**config.mk**
```make
export PLATFORM = sky130hd
export DESIGN_NAME = config_word_clock_reset_control
export DESIGN_NICKNAME = d
export VERILOG_FILES = /design/src/cfg_clk_pkg.sv /design/src/timer_if.sv /design/src/delay_timer.sv /design/src/config_word_clock_reset_control.sv
export SDC_FILE = /design/constraint.sdc
export NUM_CORES = 1
export LEC_CHECK = 0
export BUFFER_PORTS_ARGS = -buffer_cell sky130_fd_sc_hd__buf_2
export CAP_MARGIN = 15
export CORE_MARGIN = 4
export CORE_UTILIZATION = 40
export CTS_CLUSTER_DIAMETER = 100
export DETAILED_ROUTE_END_ITERATION = 10
export PLACE_DENSITY = 0.7
export SLEW_MARGIN = 30
export SYNTH_ARGS = -nofsm -noshare
export SYNTH_HDL_FRONTEND = slang
export SYNTH_HIERARCHICAL = 1
export SYNTH_SLANG_ARGS = --single-unit
```
**constraint.sdc**
```tcl
create_clock -name clock_i -period 6.2 [get_ports clock_i]
set_input_delay 0.62 -clock clock_i [delete_from_list [all_inputs] [get_ports clock_i]]
set_output_delay 0.62 -clock clock_i [all_outputs]
set_load 0.01 [all_outputs]
```
**src/cfg_clk_pkg.sv**
```systemverilog
// Constants and types shared by the configuration, clock and reset control logic.
package cfg_clk_pkg;
  // Configuration word layout.
  localparam int CFG_W = 12;
  localparam int CFG_PIN_EN_BIT = 4;
  localparam int CFG_CP_BIT = 3;
  localparam int CFG_WDT_BIT = 2;
  localparam int CFG_OSC_HI = 1;
  localparam int CFG_OSC_LO = 0;
  localparam logic [11:0] CFG_WORD_ADDR = 12'hFFF;

  typedef enum logic [1:0] {
    LOW_POWER_CRYSTAL_OSC = 2'b00,
    STANDARD_CRYSTAL_OSC = 2'b01,
    INTERNAL_RC_OSC = 2'b10,
    EXTERNAL_RC_OSC = 2'b11
  } osc_select_t;

  typedef enum logic [2:0] {
    ST_HOLD = 3'b000,
    ST_DRT = 3'b001,
    ST_VECTOR = 3'b010,
    ST_RUN = 3'b011,
    ST_SLEEP = 3'b100
  } rst_state_t;

  // Program memory addresses of the calibration word and the user start.
  localparam logic [11:0] CAL_VEC_ADDR = 12'h03FF;
  localparam logic [11:0] USER_START_ADDR = 12'h0000;

  // Timing: both timers count whole clock cycles at 125 MHz.
  localparam int CLK_KHZ = 125_000;
  localparam int DRT_MS = 18;
  localparam int DRT_CYCLES = DRT_MS * CLK_KHZ;
  localparam int WDT_MS = 18;
  localparam int WDT_CYCLES = WDT_MS * CLK_KHZ;
  localparam int TMR_W = 22;

  // Register indices; byte address is four times the index.
  localparam int ADR_W = 8;
  localparam logic [5:0] OSC_TRIM_IDX = 6'h05;
  localparam logic [5:0] STATUS_IDX = 6'h06;
  localparam logic [5:0] CTRL_IDX = 6'h07;
  localparam logic [7:0] OSC_TRIM_RST = 8'h80;
  localparam int TRIM_HI = 7;
  localparam int TRIM_LO = 2;
  localparam int COARSE_LO = 4;
  localparam int ST_SLEEP_BIT = 0;
  localparam int ST_WDT_BIT = 1;
  localparam int ST_POR_BIT = 2;
  localparam int CTL_SLEEP_BIT = 0;
  localparam int CTL_WDT_CLR_BIT = 1;
endpackage : cfg_clk_pkg

```
**src/timer_if.sv**
```systemverilog
// Control and status link between the reset controller and a delay timer.
`timescale 1ns/1ps
`default_nettype none
interface timer_if;
  import cfg_clk_pkg::*;
  logic run;
  logic clr;
  logic done;
  logic [TMR_W-1:0] count;
  modport ctl (output run, output clr, input done, input count);
  modport tmr (input run, input clr, output done, output count);
endinterface : timer_if
`default_nettype wire

```
**src/delay_timer.sv**
```systemverilog
// Cycle counter that flags done once it has counted a set number of cycles.
`timescale 1ns/1ps
`default_nettype none
module delay_timer
  import cfg_clk_pkg::*;
#(
  parameter int unsigned CYCLES = 16
) (
  input wire logic clock_i,
  input wire logic nrst_i,
  timer_if.tmr t
);
  localparam logic [TMR_W-1:0] LAST = TMR_W'(CYCLES - 1);
  logic [TMR_W-1:0] count_r;
  logic done_r;

  // The count only advances while run is high, so a held pin freezes it.
  always_ff @(posedge clock_i or negedge nrst_i)
  begin
    if (!nrst_i)
    begin
      count_r <= '0;
      done_r <= 1'b0;
    end
    else if (t.clr)
    begin
      count_r <= '0;
      done_r <= 1'b0;
    end
    else if (t.run && !done_r)
    begin
      if (count_r == LAST)
        done_r <= 1'b1;
      else
        count_r <= count_r + 1'b1;
    end
  end

  assign t.done = done_r;
  assign t.count = count_r;
endmodule : delay_timer
`default_nettype wire

```
**src/config_word_clock_reset_control.sv**
```systemverilog
// Configuration word decode, reset sequencing, watchdog and oscillator trim register.
// Summary of operation
// Twelve-bit word; bits 11 to 5 ignored.
// Bit 4 enables reset pin, else ignored.
// Bit 3 low turns code protection on.
// Bit 2 high enables the watchdog.
// Low two bits select oscillator type.
// Watchdog off only by fuse; own timebase. Here it counts clock_i cycles like the start-up timer.
// Crystal modes apply startup delay every reset.
// RC modes apply delay only at power-up.
// Sleep ends on pin change or watchdog.
// Fetch calibration literal, then start at zero.
// Calibration word is never read-protected.
// Software may write trim register at 05h.
// Newer parts trim with bits 7 to 2.
// Software writes zero to trim bits 1:0.
// Older parts trim with upper four bits.
// Configuration word unreachable from software.
// Power-up sets latch; timer waits pin high.
// Configuration sampled in reset, then held.
`timescale 1ns/1ps
`default_nettype none
module config_word_clock_reset_control
  import cfg_clk_pkg::*;
#(
  parameter int unsigned DRT_LEN = DRT_CYCLES,
  parameter int unsigned WDT_LEN = WDT_CYCLES
) (
  input wire logic clock_i,
  input wire logic nrst_i,
  input wire logic [CFG_W-1:0] cfg_word_i,
  input wire logic master_reset_pin_n_i,
  input wire logic pin_change_i,
  input wire logic [11:0] fetch_data_i,
  input wire logic [11:0] pgm_addr_i,
  input wire logic [11:0] pgm_data_i,
  input wire logic wb_cyc_i,
  input wire logic wb_stb_i,
  input wire logic wb_we_i,
  input wire logic [ADR_W-1:0] wb_adr_i,
  input wire logic [31:0] wb_dat_i,
  input wire logic [3:0] wb_sel_i,
  output logic [31:0] wb_dat_o,
  output logic wb_ack_o,
  output logic core_reset_n_o,
  output logic [1:0] osc_select_o,
  output logic code_protect_o,
  output logic watchdog_enable_fuse_o,
  output logic ext_reset_pin_enable_o,
  output logic sleeping_o,
  output logic [11:0] fetch_addr_o,
  output logic w_load_o,
  output logic [7:0] w_value_o,
  output logic [11:0] pgm_data_o,
  output logic [5:0] trim_field_o,
  output logic [3:0] trim_coarse_o
);
  rst_state_t state_r;
  rst_state_t state_nxt;
  logic [CFG_W-1:0] cfg_r;
  logic crystal;
  logic pin_low;
  logic por_pending_r;
  logic [7:2] trim_r;
  logic ack_r;
  logic [31:0] rdat_r;
  logic wr_hit;
  logic [5:0] idx;
  logic wdt_flag_r;
  logic por_flag_r;
  logic sleep_cmd;
  logic wdt_clr_cmd;
  logic wdt_expire;
  logic w_load_r;
  logic [7:0] w_value_r;
  logic [11:0] pgm_data_r;
  timer_if drt_t ();
  timer_if wdt_t ();

  // only bits 4 down to 0 reach any logic
  // oscillator field decode
  assign crystal = (cfg_r[CFG_OSC_HI:CFG_OSC_LO] == LOW_POWER_CRYSTAL_OSC) ||
                   (cfg_r[CFG_OSC_HI:CFG_OSC_LO] == STANDARD_CRYSTAL_OSC);
  // pin ignored when disabled
  assign pin_low = cfg_r[CFG_PIN_EN_BIT] && !master_reset_pin_n_i;

  // sample while held in reset
  always_ff @(posedge clock_i or negedge nrst_i)
  begin
    if (!nrst_i)
      cfg_r <= '0;
    else if (state_r == ST_HOLD)
      cfg_r <= cfg_word_i;
  end

  // power-up latch and timer
  delay_timer #(
    .CYCLES(DRT_LEN)
  ) u_drt (
    .clock_i(clock_i),
    .nrst_i(nrst_i),
    .t(drt_t)
  );
  assign drt_t.clr = (state_r != ST_DRT);
  // count only while pin reads high
  assign drt_t.run = (state_r == ST_DRT) && !pin_low;

  // watchdog has its own timer; fuse is the only off switch
  delay_timer #(
    .CYCLES(WDT_LEN)
  ) u_wdt (
    .clock_i(clock_i),
    .nrst_i(nrst_i),
    .t(wdt_t)
  );
  // fuse bit gates the watchdog
  assign wdt_t.run = cfg_r[CFG_WDT_BIT] &&
                     ((state_r == ST_RUN) || (state_r == ST_SLEEP));
  assign wdt_t.clr = wdt_clr_cmd || sleep_cmd || (state_r == ST_HOLD);
  assign wdt_expire = wdt_t.done && wdt_t.run;

  // A power-on reset is remembered until the start-up delay has run once.
  always_ff @(posedge clock_i or negedge nrst_i)
  begin
    if (!nrst_i)
      por_pending_r <= 1'b1;
    else if (state_r == ST_DRT && drt_t.done)
      por_pending_r <= 1'b0;
  end

  always_comb
  begin
    state_nxt = state_r;
    case (state_r)
      ST_HOLD:
      begin
        if (pin_low)
          state_nxt = ST_HOLD;
        // crystal delay on every reset
        // RC delay only after power-up
        else if (crystal || por_pending_r)
          state_nxt = ST_DRT;
        else
          state_nxt = ST_VECTOR;
      end
      ST_DRT:
      begin
        if (drt_t.done)
          state_nxt = ST_VECTOR;
      end
      ST_VECTOR:
        state_nxt = ST_RUN;
      ST_RUN:
      begin
        if (pin_low || wdt_expire)
          state_nxt = ST_HOLD;
        else if (sleep_cmd)
          state_nxt = ST_SLEEP;
      end
      ST_SLEEP:
      begin
        // wake on pin change or watchdog
        if (pin_low || wdt_expire || pin_change_i)
          state_nxt = ST_HOLD;
      end
      default:
        state_nxt = ST_HOLD;
    endcase
  end

  always_ff @(posedge clock_i or negedge nrst_i)
  begin
    if (!nrst_i)
      state_r <= ST_HOLD;
    else
      state_r <= state_nxt;
  end

  // calibration literal load at the vector
  always_ff @(posedge clock_i or negedge nrst_i)
  begin
    if (!nrst_i)
    begin
      w_load_r <= 1'b0;
      w_value_r <= 8'h00;
    end
    else
    begin
      w_load_r <= (state_r == ST_VECTOR);
      if (state_r == ST_VECTOR)
        w_value_r <= fetch_data_i[7:0];
    end
  end
  // fetch wraps to the user start afterwards
  assign fetch_addr_o = (state_r == ST_VECTOR) ? CAL_VEC_ADDR : USER_START_ADDR;

  // calibration word always readable
  // protection masks everything but the calibration and configuration word addresses
  always_ff @(posedge clock_i or negedge nrst_i)
  begin
    if (!nrst_i)
      pgm_data_r <= 12'h000;
    else if (!cfg_r[CFG_CP_BIT] && pgm_addr_i != CAL_VEC_ADDR && pgm_addr_i != CFG_WORD_ADDR)
      pgm_data_r <= 12'h000;
    else
      pgm_data_r <= pgm_data_i;
  end

  // the bus decode has no path to the configuration word
  assign idx = wb_adr_i[ADR_W-1:2];
  assign wr_hit = wb_cyc_i && wb_stb_i && wb_we_i && !ack_r && wb_sel_i[0];
  assign sleep_cmd = wr_hit && idx == CTRL_IDX && wb_dat_i[CTL_SLEEP_BIT] &&
                     state_r == ST_RUN;
  assign wdt_clr_cmd = wr_hit && idx == CTRL_IDX && wb_dat_i[CTL_WDT_CLR_BIT];

  // software trim write
  // bits 1:0 are not stored
  always_ff @(posedge clock_i or negedge nrst_i)
  begin
    if (!nrst_i)
      trim_r <= OSC_TRIM_RST[7:2];
    else if (wr_hit && idx == OSC_TRIM_IDX)
      trim_r <= wb_dat_i[TRIM_HI:TRIM_LO];
  end

  // Sticky cause flags: a new event wins over a write-one clear.
  always_ff @(posedge clock_i or negedge nrst_i)
  begin
    if (!nrst_i)
      wdt_flag_r <= 1'b0;
    else if (wdt_expire)
      wdt_flag_r <= 1'b1;
    else if (wr_hit && idx == STATUS_IDX && wb_dat_i[ST_WDT_BIT])
      wdt_flag_r <= 1'b0;
  end

  always_ff @(posedge clock_i or negedge nrst_i)
  begin
    if (!nrst_i)
      por_flag_r <= 1'b1;
    else if (wr_hit && idx == STATUS_IDX && wb_dat_i[ST_POR_BIT])
      por_flag_r <= 1'b0;
  end

  // Single-wait-state slave; unmapped reads return zero and writes are dropped.
  always_ff @(posedge clock_i or negedge nrst_i)
  begin
    if (!nrst_i)
    begin
      ack_r <= 1'b0;
      rdat_r <= 32'h0000_0000;
    end
    else
    begin
      ack_r <= wb_cyc_i && wb_stb_i && !ack_r;
      rdat_r <= 32'h0000_0000;
      if (wb_cyc_i && wb_stb_i && !ack_r && !wb_we_i)
      begin
        case (idx)
          OSC_TRIM_IDX:
            rdat_r[7:0] <= {trim_r, 2'b00};
          STATUS_IDX:
            rdat_r[2:0] <= {por_flag_r, wdt_flag_r, state_r == ST_SLEEP};
          default:
            rdat_r <= 32'h0000_0000;
        endcase
      end
    end
  end

  assign wb_ack_o = ack_r;
  assign wb_dat_o = rdat_r;
  assign core_reset_n_o = (state_r == ST_RUN) || (state_r == ST_SLEEP);
  assign osc_select_o = cfg_r[CFG_OSC_HI:CFG_OSC_LO];
  assign code_protect_o = !cfg_r[CFG_CP_BIT];
  assign watchdog_enable_fuse_o = cfg_r[CFG_WDT_BIT];
  assign ext_reset_pin_enable_o = cfg_r[CFG_PIN_EN_BIT];
  assign sleeping_o = (state_r == ST_SLEEP);
  assign w_load_o = w_load_r;
  assign w_value_o = w_value_r;
  assign pgm_data_o = pgm_data_r;
  // six-bit trim field
  assign trim_field_o = trim_r;
  // legacy four-bit trim
  assign trim_coarse_o = trim_r[7:COARSE_LO];
endmodule : config_word_clock_reset_control
`default_nettype wire

```
==> results.yml, run 1 <==
sta:
  fmaxAchievable_mhz: 353
  hold_viol_final: 0
  finalSetupViolations: 0
  slew_headroom_pct: 39.3
  worst_pin_slew_ns: 0.903
  setup-tns-final_ns: 0
  drv_slew: 0
  clock-skew-final_ns: 0.00510
  fin_crit_sh_pct: 45.7
  finalCriticalPeriod_ns: 2.83
  grt_setup_unrepaired: "no"
cells_and_area:
  drive_gt1_share_pct: 31.3
  multi_input_area_mm2: 0.00203
  num-nets-final: 645
  instances_no_fill: 692
  regArea_mm2: 0.00233
  design_area_mm2: 0.00551
  fillers: 1075
  final_util_pct: 48.5
  area_growth_pct: 18.9
  n_antenna_cell: 0
power:
  p_int_w: 0.00126
  p_switching_w: 0.000552
  sequentialPowerShare_pct: 41.5
  switching_share_pct: 30.5
  powerDensity_mw_per_mm2: 328
  ir_worst_vdd_uv: 184
  p_clk_share_pct: 32.8
  leakage_nw: 2.73
  combinationalPowerShare_pct: 25.7
routing:
  vias_per_cell: 4.98
  drt.antenna.violating_nets: 0
  drc: 0
  drt-wirelength-per-cell_um: 13.8
  first_pass_iters: 4
  vias: 3448
  drtIter0Drc: 143
  wirelength_mm: 9.56
cts:
  clk_pin_slew_ns: 0.06
  h-tree-depth: 3
  root_buffer: "clkbuf_16"
  postCtsResizedCells: 0
  postCtsSetupBuffers: 0
  cts_made_buffers: 9
  cts_sinks: 93
  clk-insertion-delay-late_ns: 0.33
  ctsLongestPathBuffers: 2
  postCtsHoldBufs: 0
  cts_tree: "built"
placed_design:
  place_inst: 676
  portBuffers: 115
  dpl_cell_area_mm2: 0.00518
  hpwlAfterDp_mm: 7.13
  gp_congestion: 0.787
worst_setup_path:
  slowest_stage: "or3b_2"
  worstPathMaxFanout: 26
  cp_cell_sequence: "or3b_2, nor2_1, nand3b_1, nor4_2, nand2_1, xnor2_1, nor2b_1"
  critPathCaptureType: "flop"
  path_buf_inv: 0
  critPathMaxStageDelay_ns: 0.75
  path_class: "flop to flop"
  critical_path.top_delay_family: "simple AND/OR/NAND/NOR gates"
  critPathLaunchType: "flop"
  worstPathArrival_ns: 3.03
  cp.required_ns: 6.40
grt:
  grt_usage_pct: 14.6
  grt_overflow: 0
  grt_pass1_vias: 3406
  grt_pass1_wl_mm: 15.8
  grt_max_degree: 72
  grt_antenna_before_repair: 0
synthesis:
  synth_common_cells: "dfrtp_1 (90), nor2_1 (51), buf_4 (41)"
  synth_area_per_cell_um2: 10.6
  synthesis.area_mm2: 0.00463
  ys_warn_count: 6
  synth_flop_cell: "dfrtp_1"
  synth_top_area_share_pct: 48.6
  netlist_instances: 437
  ys_seq_elements: 93
  synth_edf_count: 0
  yosys.area.top_type: "dfrtp_1"
  synth.distinct_cells: 53
  synth_area_leaders: "dfrtp_1 (49%), buf_4 (6.6%), xor2_1 (4.7%)"
  seq_area_frac_synth_pct: 50.3
  synth.most_common_cell: "dfrtp_1"
  ys_async_sr_fraction_pct: 100
die:
  start_util_pct: 40.8
  die-area_mm2: 0.0134
  dieWidth_um: 116
  num_rows: 39
  ios: 182
  core_mm2: 0.0114
  die_h_um: 116
outcome:
  outcome: "finished clean"
worst_hold_path:
  hp-class: "primary input to asynchronous set/reset pin"
flow_run:
  maxCapViolCount: 0
[power by group through the flow]
| stage | Combinational [W] | Clock (W) | Sequential (W) |
|---|---|---|---|
| 3_3_place_gp | 0.000459 | 0 | 0.000757 |
| 6_report | 0.000464 | 0.000593 | 0.000751 |
| 5_1_grt | 0.000518 | 0.000636 | 0.000764 |
| 2_1_floorplan | 0.000303 | 0 | 0.000782 |
| 3_5_place_dp | 0.000471 | 0 | 0.000764 |
| 4_1_cts | 0.000471 | 0.000611 | 0.000753 |
[layer usage]
metal,part of all wire [%],vias to the layer above,global-route usage (%)
met1,42,1641,18.8
met3,6.5,23,3.34
met5,0,-,0
li1,-,1660,-
met2,49,124,24.5
met4,1.9,0,5.10
[layout by cell type (no fill, tap or decap), types with 3 or more instances in the layout]
cell,netlist,final
buf_2,2,114
dfrtp_1,90,90
nor2_1,51,51
nand2_1,27,27
conb_1,1,26
xor2_1,25,25
and2_1,19,19
mux2_2,18,18
nand3_1,16,16
a21oi_1,15,15
o21ai_0,14,14
inv_1,10,10
nand4_1,10,10
or3_1,10,10
clkbuf_16,0,9
xnor2_1,6,6
nor3_1,5,5
nor4_1,4,4
nand4b_1,4,4
nand3b_1,4,4
nor2b_1,4,4
buf_4,41,4
nor4b_1,4,4
nand2b_1,3,3
nand4_2,3,3
o21bai_1,3,3
dfstp_2,3,3
[layout make-up]
type                       count  share of cell area (%)
sequential                    93                    42.3
multi-input combinational    311                    36.8
timing repair buffer         119                    11.1
clock buffer                  11                    4.40
tap                          143                    3.25
clock inverter                 5                    1.48
inverter                      10                   0.681
[cells by family after synthesis]
kind of cell    count (synthesis)  share of synthesized area (%)
simple gates                  186                           23.8
compound gates                 44                           6.02
mux                            22                           5.29
fa+ha+maj                       2                          0.540
flops                          93                           50.3
xor+xnor                       31                           5.86
buf+inv                        58                           8.07
other cells                     1                         0.0809
[per-stage QoR]
| step | hold WS [ns] | setup WS, ns | power, W |
|---|---|---|---|
| 2_1_floorplan | 0.324 | 3.97 | 0.00109 |
| 3_3_place_gp | 0.447 | 3.41 | 0.00122 |
| 3_5_place_dp | 0.452 | 3.38 | 0.00123 |
| 4_1_cts | 0.169 | 3.37 | 0.00184 |
| 5_1_grt | 0.179 | 3.10 | 0.00192 |
| 6_report | 0.170 | 3.37 | 0.00181 |
[worst paths after layout]
path | slack, ns | start | endpoint | cells after the start
min in group clock_i | 0.44 | wb_dat_i[2] | por_flag_r | 2
min reg2reg | 0.46 | por_pending_r | por_pending_r | 1
max reg2reg | 3.37 | state_r[2] | u_drt/t.count[16] | 7
min | 0.17 | nrst_i | cfg_r[2] | 1
max | 3.37 | state_r[2] | u_drt/t.count[16] | 7
max in group asynchronous | 5.12 | nrst_i | u_drt/t.count[19] | 2
[registers in the layout, indices dropped and copies added (netlist names)]
register	flops
u_drt/t.count	22
u_wdt/t.count	22
pgm_data_o	12
w_value_o	8
wb_dat_o	8
trim_field_o	6
cfg_r	5
state_r	3
por_flag_r	1
por_pending_r	1
u_drt/t.done	1
u_wdt/t.done	1
w_load_o	1
wb_ack_o	1
wdt_flag_r	1
Note: power is estimated with default switching activity, not from simulation.
==> inputs of run 2 (changes only) <==
PLACE_DENSITY = 0.72   (was 0.7)
clock period = 2.6 ns   (was 6.2 ns; I/O delays follow)
==> run 2 against run 1 <==
Against the previous run:
- total power grew 140%
- sequential power grew 140%
- combinational power grew 140%
- global-route usage shrank 0.10 points
- core utilization grew 0.40 points
- sequential share of layout area shrank 0.34 points
==> results.yml, run 2 (synthesis results as in run 1) <==
outcome:
  outcome: "finished clean"
routing:
  drt-wirelength-per-cell_um: 13.2
  drt.antenna.violating_nets: 0
  vias_per_cell: 4.92
  first_pass_iters: 4
  vias: 3433
  drtIter0Drc: 102
  wirelength_mm: 9.23
  drc: 0
grt:
  use_met1_pct: 17.0
  grt_pass1_vias: 3403
  grt_use_met3_pct: 5.48
  busiest_layer: "met2"
  grt_pass1_wl_mm: 15.5
  grt_max_degree: 53
  grt_antenna_before_repair: 0
  grt_overflow: 0
  grt_usage_pct: 14.5
  use_met2_pct: 25.3
cts:
  postCtsResizedCells: 0
  ctsLongestPathBuffers: 2
  cts_sinks: 93
  h-tree-depth: 3
  clk-insertion-delay-late_ns: 0.34
  root_buffer: "clkbuf_16"
  clk_pin_slew_ns: 0.06
  cts_made_buffers: 9
  cts_tree: "built"
  postCtsSetupBuffers: 0
die:
  die-area_mm2: 0.0134
  dieWidth_um: 116
  die_h_um: 116
  core_mm2: 0.0114
  ios: 182
  start_util_pct: 40.8
  num_rows: 39
flow_run:
  maxCapViolCount: 0
power:
  switching_share_pct: 30.4
  combinationalPowerShare_pct: 26.5
  p_switching_w: 0.00130
  ir_worst_vdd_uv: 548
  sequentialPowerShare_pct: 42.1
  powerDensity_mw_per_mm2: 769
  p_int_w: 0.00297
  leakage_nw: 2.75
  p_clk_share_pct: 31.4
sta:
  fin_crit_sh_pct: 88.6
  worst_pin_slew_ns: 0.663
  slew_headroom_pct: 55.8
  grt_setup_unrepaired: "no"
  finalCriticalPeriod_ns: 2.30
  drv_slew: 0
  hold_viol_final: 0
  clock-skew-final_ns: 0.00770
  finalSetupViolations: 0
  setup-tns-final_ns: 0
  fmaxAchievable_mhz: 434
cells_and_area:
  fillers: 1056
  n_antenna_cell: 0
  final_common_cell: "buf_2"
  drive_gt1_share_pct: 31.9
  layout_common_cells: "buf_2 (114), dfrtp_1 (90), nor2_1 (51)"
  num-nets-final: 651
  regArea_mm2: 0.00233
  area_growth_pct: 19.9
  multi_input_area_mm2: 0.00203
  instances_no_fill: 698
worst_setup_path:
  critPathLaunchType: "flop"
  r2r_cells: 6
  path_common_cell: "nor2_1"
  slowest_stage: "or4_1"
  cp.required_ns: 2.82
  cp_cell_sequence: "or3b_2, nor2_1, nand3b_1, or4_1, xor2_1, nor2_1"
  critPathMaxStageDelay_ns: 0.59
  critPathCaptureType: "flop"
  worstPathMaxFanout: 7
  worstPathArrival_ns: 2.53
  path_class: "flop to flop"
placed_design:
  hpwlAfterDp_mm: 7.02
  place_inst: 681
  gp_congestion: 0.804
  portBuffers: 115
worst_hold_path:
  min_path_cells: 2
  hp-class: "primary input to flop"
-- run 2: cell types whose count changed in the layout (fill, tap and decap cells not counted), sizes merged --
cell         previous run  this run
bufinv                  2         1
clkbuf                 11        13
inv                    11        10
buf                   119       124
dlygate4sd3             0         1
-- run 2: per-stage QoR --
stage	setup WS [ns]	total power, W	utilization, %	area (um^2)	hold WS [ns]
floorplan	0.369	0.00259	-	4730	-0.0356
global placement	0.341	0.00294	46.0	5230	0.334
detailed placement	0.295	0.00298	46.0	5230	0.337
CTS	0.288	0.00435	48.9	5560	0.0695
global route	0.0766	0.00456	48.9	5560	0.105
finish	0.296	0.00427	48.9	5560	0.0849
-- run 2: final cells by class --
| type | count | area share [%] |
|---|---|---|
| multi-input cells | 311 | 36.5 |
| repair buffers | 125 | 12.0 |
| flip-flops and latches | 93 | 42.0 |
| well taps | 143 | 3.22 |
| clock inverters | 3 | 0.766 |
| clock buffers | 13 | 4.86 |
| inverters | 10 | 0.676 |
-- run 2: critical path: cells and delay by family (launching register included) --
kind	cells	cell delay (ns)
AND/OR/NAND/NOR	5	1.58
XOR/XNOR	1	0.15
flip-flops	1	0.44
-- run 2: what timing repair did --
| action | CTS | global route |
|---|---|---|
| setup endpoints to repair | 0 | 0 |
| hold endpoints to repair | 50 | 0 |
| hold buffers | 1 | 0 |
-- run 2: routing by layer --
metal	share of wire, %	routed length [um]	up-vias
met5	0	0	-
met4	1.5	140	0
met3	7.0	643	14
met2	51	4750	108
met1	40	3690	1646
li1	-	-	1665
-- run 2: power groups by stage --
stage	clock network, W	registers, W	logic (W)
3_5_place_dp	0	0.00183	0.00115
5_1_grt	0.00146	0.00183	0.00126
6_report	0.00134	0.00180	0.00113
4_1_cts	0.00140	0.00180	0.00115
2_1_floorplan	0	0.00187	0.000723
3_3_place_gp	0	0.00181	0.00113
-- run 2: final timing paths --
kind                       slack [ns]                 to     startpoint
max                              0.30  u_drt/t.count[10]     state_r[2]
min in group asynchronous        0.49           cfg_r[0]         nrst_i
min                              0.08         por_flag_r    wb_dat_i[2]
max reg2reg                      0.30  u_drt/t.count[10]     state_r[2]
max in group asynchronous        1.41    trim_field_o[5]         nrst_i
min reg2reg                      0.46      por_pending_r  por_pending_r
==> inputs of run 3 (changes only) <==
ABC_AREA = 1   (was not set)
PLACE_DENSITY = 0.7   (was 0.72)
==> run 3 against run 2 <==
Against the previous run:
- via count is 37% higher
- global-route usage is 0.92 points higher
- routed wire length is 30% higher
- critical path type unchanged
- largest power group unchanged
==> results.yml, run 3 <==
worst_hold_path:
  hp-start: "fetch_data_i[3]"
  min_path_cells: 3
  hold_end: "w_value_o[3]"
  hp-class: "primary input to flop"
worst_setup_path:
  worstPathArrival_ns: 2.40
  r2r-start: "state_r[0]"
  r2r_slack_ns: 0.48
  critPathLaunchType: "flop"
  r2r_cells: 10
  path_class: "flop to flop"
  cp.required_ns: 2.88
  r2r_end: "u_drt/t.count[7]"
  critPathCaptureType: "flop"
  worstPathMaxFanout: 14
synthesis:
  synth_common_cells: "nand2_1 (232), nor2_1 (108), dfrtp_1 (90)"
  synthesis.area_mm2: 0.00541
  ys_async_sr_fraction_pct: 100
  netlist_instances: 732
  synth_area_leaders: "dfrtp_1 (42%), nand2_1 (16%), nor2_1 (7.5%)"
  synth_top_area_share_pct: 41.7
  synth_area_per_cell_um2: 7.39
  synth.most_common_cell: "nand2_1"
  yosys.area.top_type: "dfrtp_1"
  synth.distinct_cells: 38
  seq_area_frac_synth_pct: 43.1
  ys_seq_elements: 93
  synth_edf_count: 0
  synth_flop_cell: "dfrtp_1"
  ys_warn_count: 6
routing:
  drtIter0Drc: 306
  vias_per_cell: 4.61
  drt.antenna.violating_nets: 0
  first_pass_iters: 5
  vias: 4710
  drc: 0
  wirelength_mm: 12.0
  drt-wirelength-per-cell_um: 11.7
sta:
  finalCriticalPeriod_ns: 2.12
  finalSetupViolations: 0
  fmaxAchievable_mhz: 472
  drv_slew: 0
  grt_setup_unrepaired: "no"
  hold_viol_final: 0
  worst_pin_slew_ns: 0.800
  setup-tns-final_ns: 0
  clock-skew-final_ns: 0.00680
  fin_crit_sh_pct: 81.5
  slew_headroom_pct: 46.4
die:
  num_rows: 42
  core_mm2: 0.0132
  start_util_pct: 40.8
  dieWidth_um: 124
  die-area_mm2: 0.0154
  die_h_um: 124
  ios: 182
placed_design:
  gp_congestion: 0.881
  place_inst: 1004
  portBuffers: 115
  dpl_cell_area_mm2: 0.00599
  hpwlAfterDp_mm: 9.07
cts:
  postCtsSetupBuffers: 0
  clk_pin_slew_ns: 0.07
  cts_made_buffers: 9
  clk-insertion-delay-late_ns: 0.35
  ctsLongestPathBuffers: 2
  root_buffer: "clkbuf_16"
  h-tree-depth: 3
  cts_tree: "built"
  cts_sinks: 93
grt:
  grt_pass1_vias: 4277
  grt_antenna_before_repair: 0
  grt_use_met3_pct: 3.17
  grt_overflow: 0
  use_met1_pct: 20.8
  use_met2_pct: 25.5
  grt_max_degree: 51
  grt_pass1_wl_mm: 20.4
  busiest_layer: "met2"
  grt_usage_pct: 15.5
flow_run:
  maxCapViolCount: 0
cells_and_area:
  design_area_mm2: 0.00629
  num-nets-final: 941
  layout_common_cells: "nand2_1 (232), buf_2 (114), nor2_1 (108)"
  n_antenna_cell: 0
  instances_no_fill: 1021
  final_common_cell: "nand2_1"
  fillers: 1331
  area_growth_pct: 16.3
  drive_gt1_share_pct: 20.2
power:
  ir_worst_vdd_uv: 333
  leakage_nw: 3.32
  powerDensity_mw_per_mm2: 492
outcome:
  outcome: "finished clean"
run 3: cell types whose count changed after synthesis, sizes merged, moves of 5 or more:
cell,change
nor4,-7
nand3,+48
xor2,-13
a21oi,-12
and2,-15
nor2,+58
nand2,+210
nor4b,-5
mux2,-20
buf,+5
or3,-10
or2,+8
inv,+64
nand4,+22
run 3: repair_timing:
action / CTS / global route
gates resized for setup: 0 / 0
setup endpoints to repair: 0 / 0
hold endpoints to repair: 40 / 0
hold buffers: 1 / 0
run 3: cell families after synthesis:
family          after synthesis  synth area share [%]
xor+xnor                     14                  2.27
other cells                   1                0.0694
buf+inv                     129                  12.8
compound gates               20                  2.06
flops                        93                  43.1
simple gates                473                  39.3
fa+ha+maj                     2                 0.463
run 3: worst max path at each step:
stage,from,depth (start not counted),to,slack [ns]
2_1_floorplan,state_r[2],10,u_wdt/t.count[21],0.53
3_3_place_gp,state_r[0],10,u_drt/t.count[9],0.47
3_5_place_dp,state_r[0],10,u_drt/t.count[0],0.45
4_1_cts,wb_ack_o,11,u_wdt/t.count[11],0.45
5_1_grt,state_r[0],10,u_drt/t.count[13],0.25
6_report,state_r[0],10,u_drt/t.count[7],0.48
run 3: per-stage QoR:
stage / setup WS [ns] / total power, W / util (%) / hold WS (ns)
after global placement: 0.474 / 0.00183 / 45.2 / 0.289
final: 0.482 / 0.00309 / 47.5 / 0.104
after detailed placement: 0.452 / 0.00183 / 45.2 / 0.287
after floorplan: 0.532 / 0.00174 / - / -0.0356
after global routing: 0.248 / 0.00324 / 47.5 / 0.100
after CTS: 0.449 / 0.00313 / 47.5 / 0.0921
run 3: worst max-delay path: stages, from the launching register on:
cell and delay [ns]:
dfrtp_1 0.47, inv_1 0.06, nor3_1 0.20, inv_1 0.22, nor2_1 0.13, inv_1 0.06, nor2_1 0.21, nand2_4 0.09
inv_1 0.37, nand4_1 0.15, nand2_1 0.10
run 3: where the power goes:
| part | internal [W] | leakage [nW] | switching, W |
|---|---|---|---|
| combinational | 0.000105 | 2.02 | 0.000161 |
| clock | 0.000675 | 0.145 | 0.000617 |
| sequential | 0.00149 | 1.16 | 0.0000463 |
| total | 0.00227 | 3.32 | 0.000824 |
run 3: routing by layer:
| layer | up-vias | part of all wire, % |
|---|---|---|
| met2 | 94 | 49 |
| met4 | 0 | 1.2 |
| met3 | 12 | 4.3 |
| li1 | 2464 | - |
| met1 | 2140 | 45 |
| met5 | - | 0 |
run 3: final cells by class:
class                           instances  area (um^2)  area share [%]
Timing Repair Buffer                  125          668            10.6
Clock inverter                          7         62.6           0.995
Clock buffer                            9          225            3.58
Inverter                               76          295            4.70
Multi-Input combinational cell        535         2480            39.5
Sequential cell                        93         2330            37.1
Tap cell                              176          220            3.50
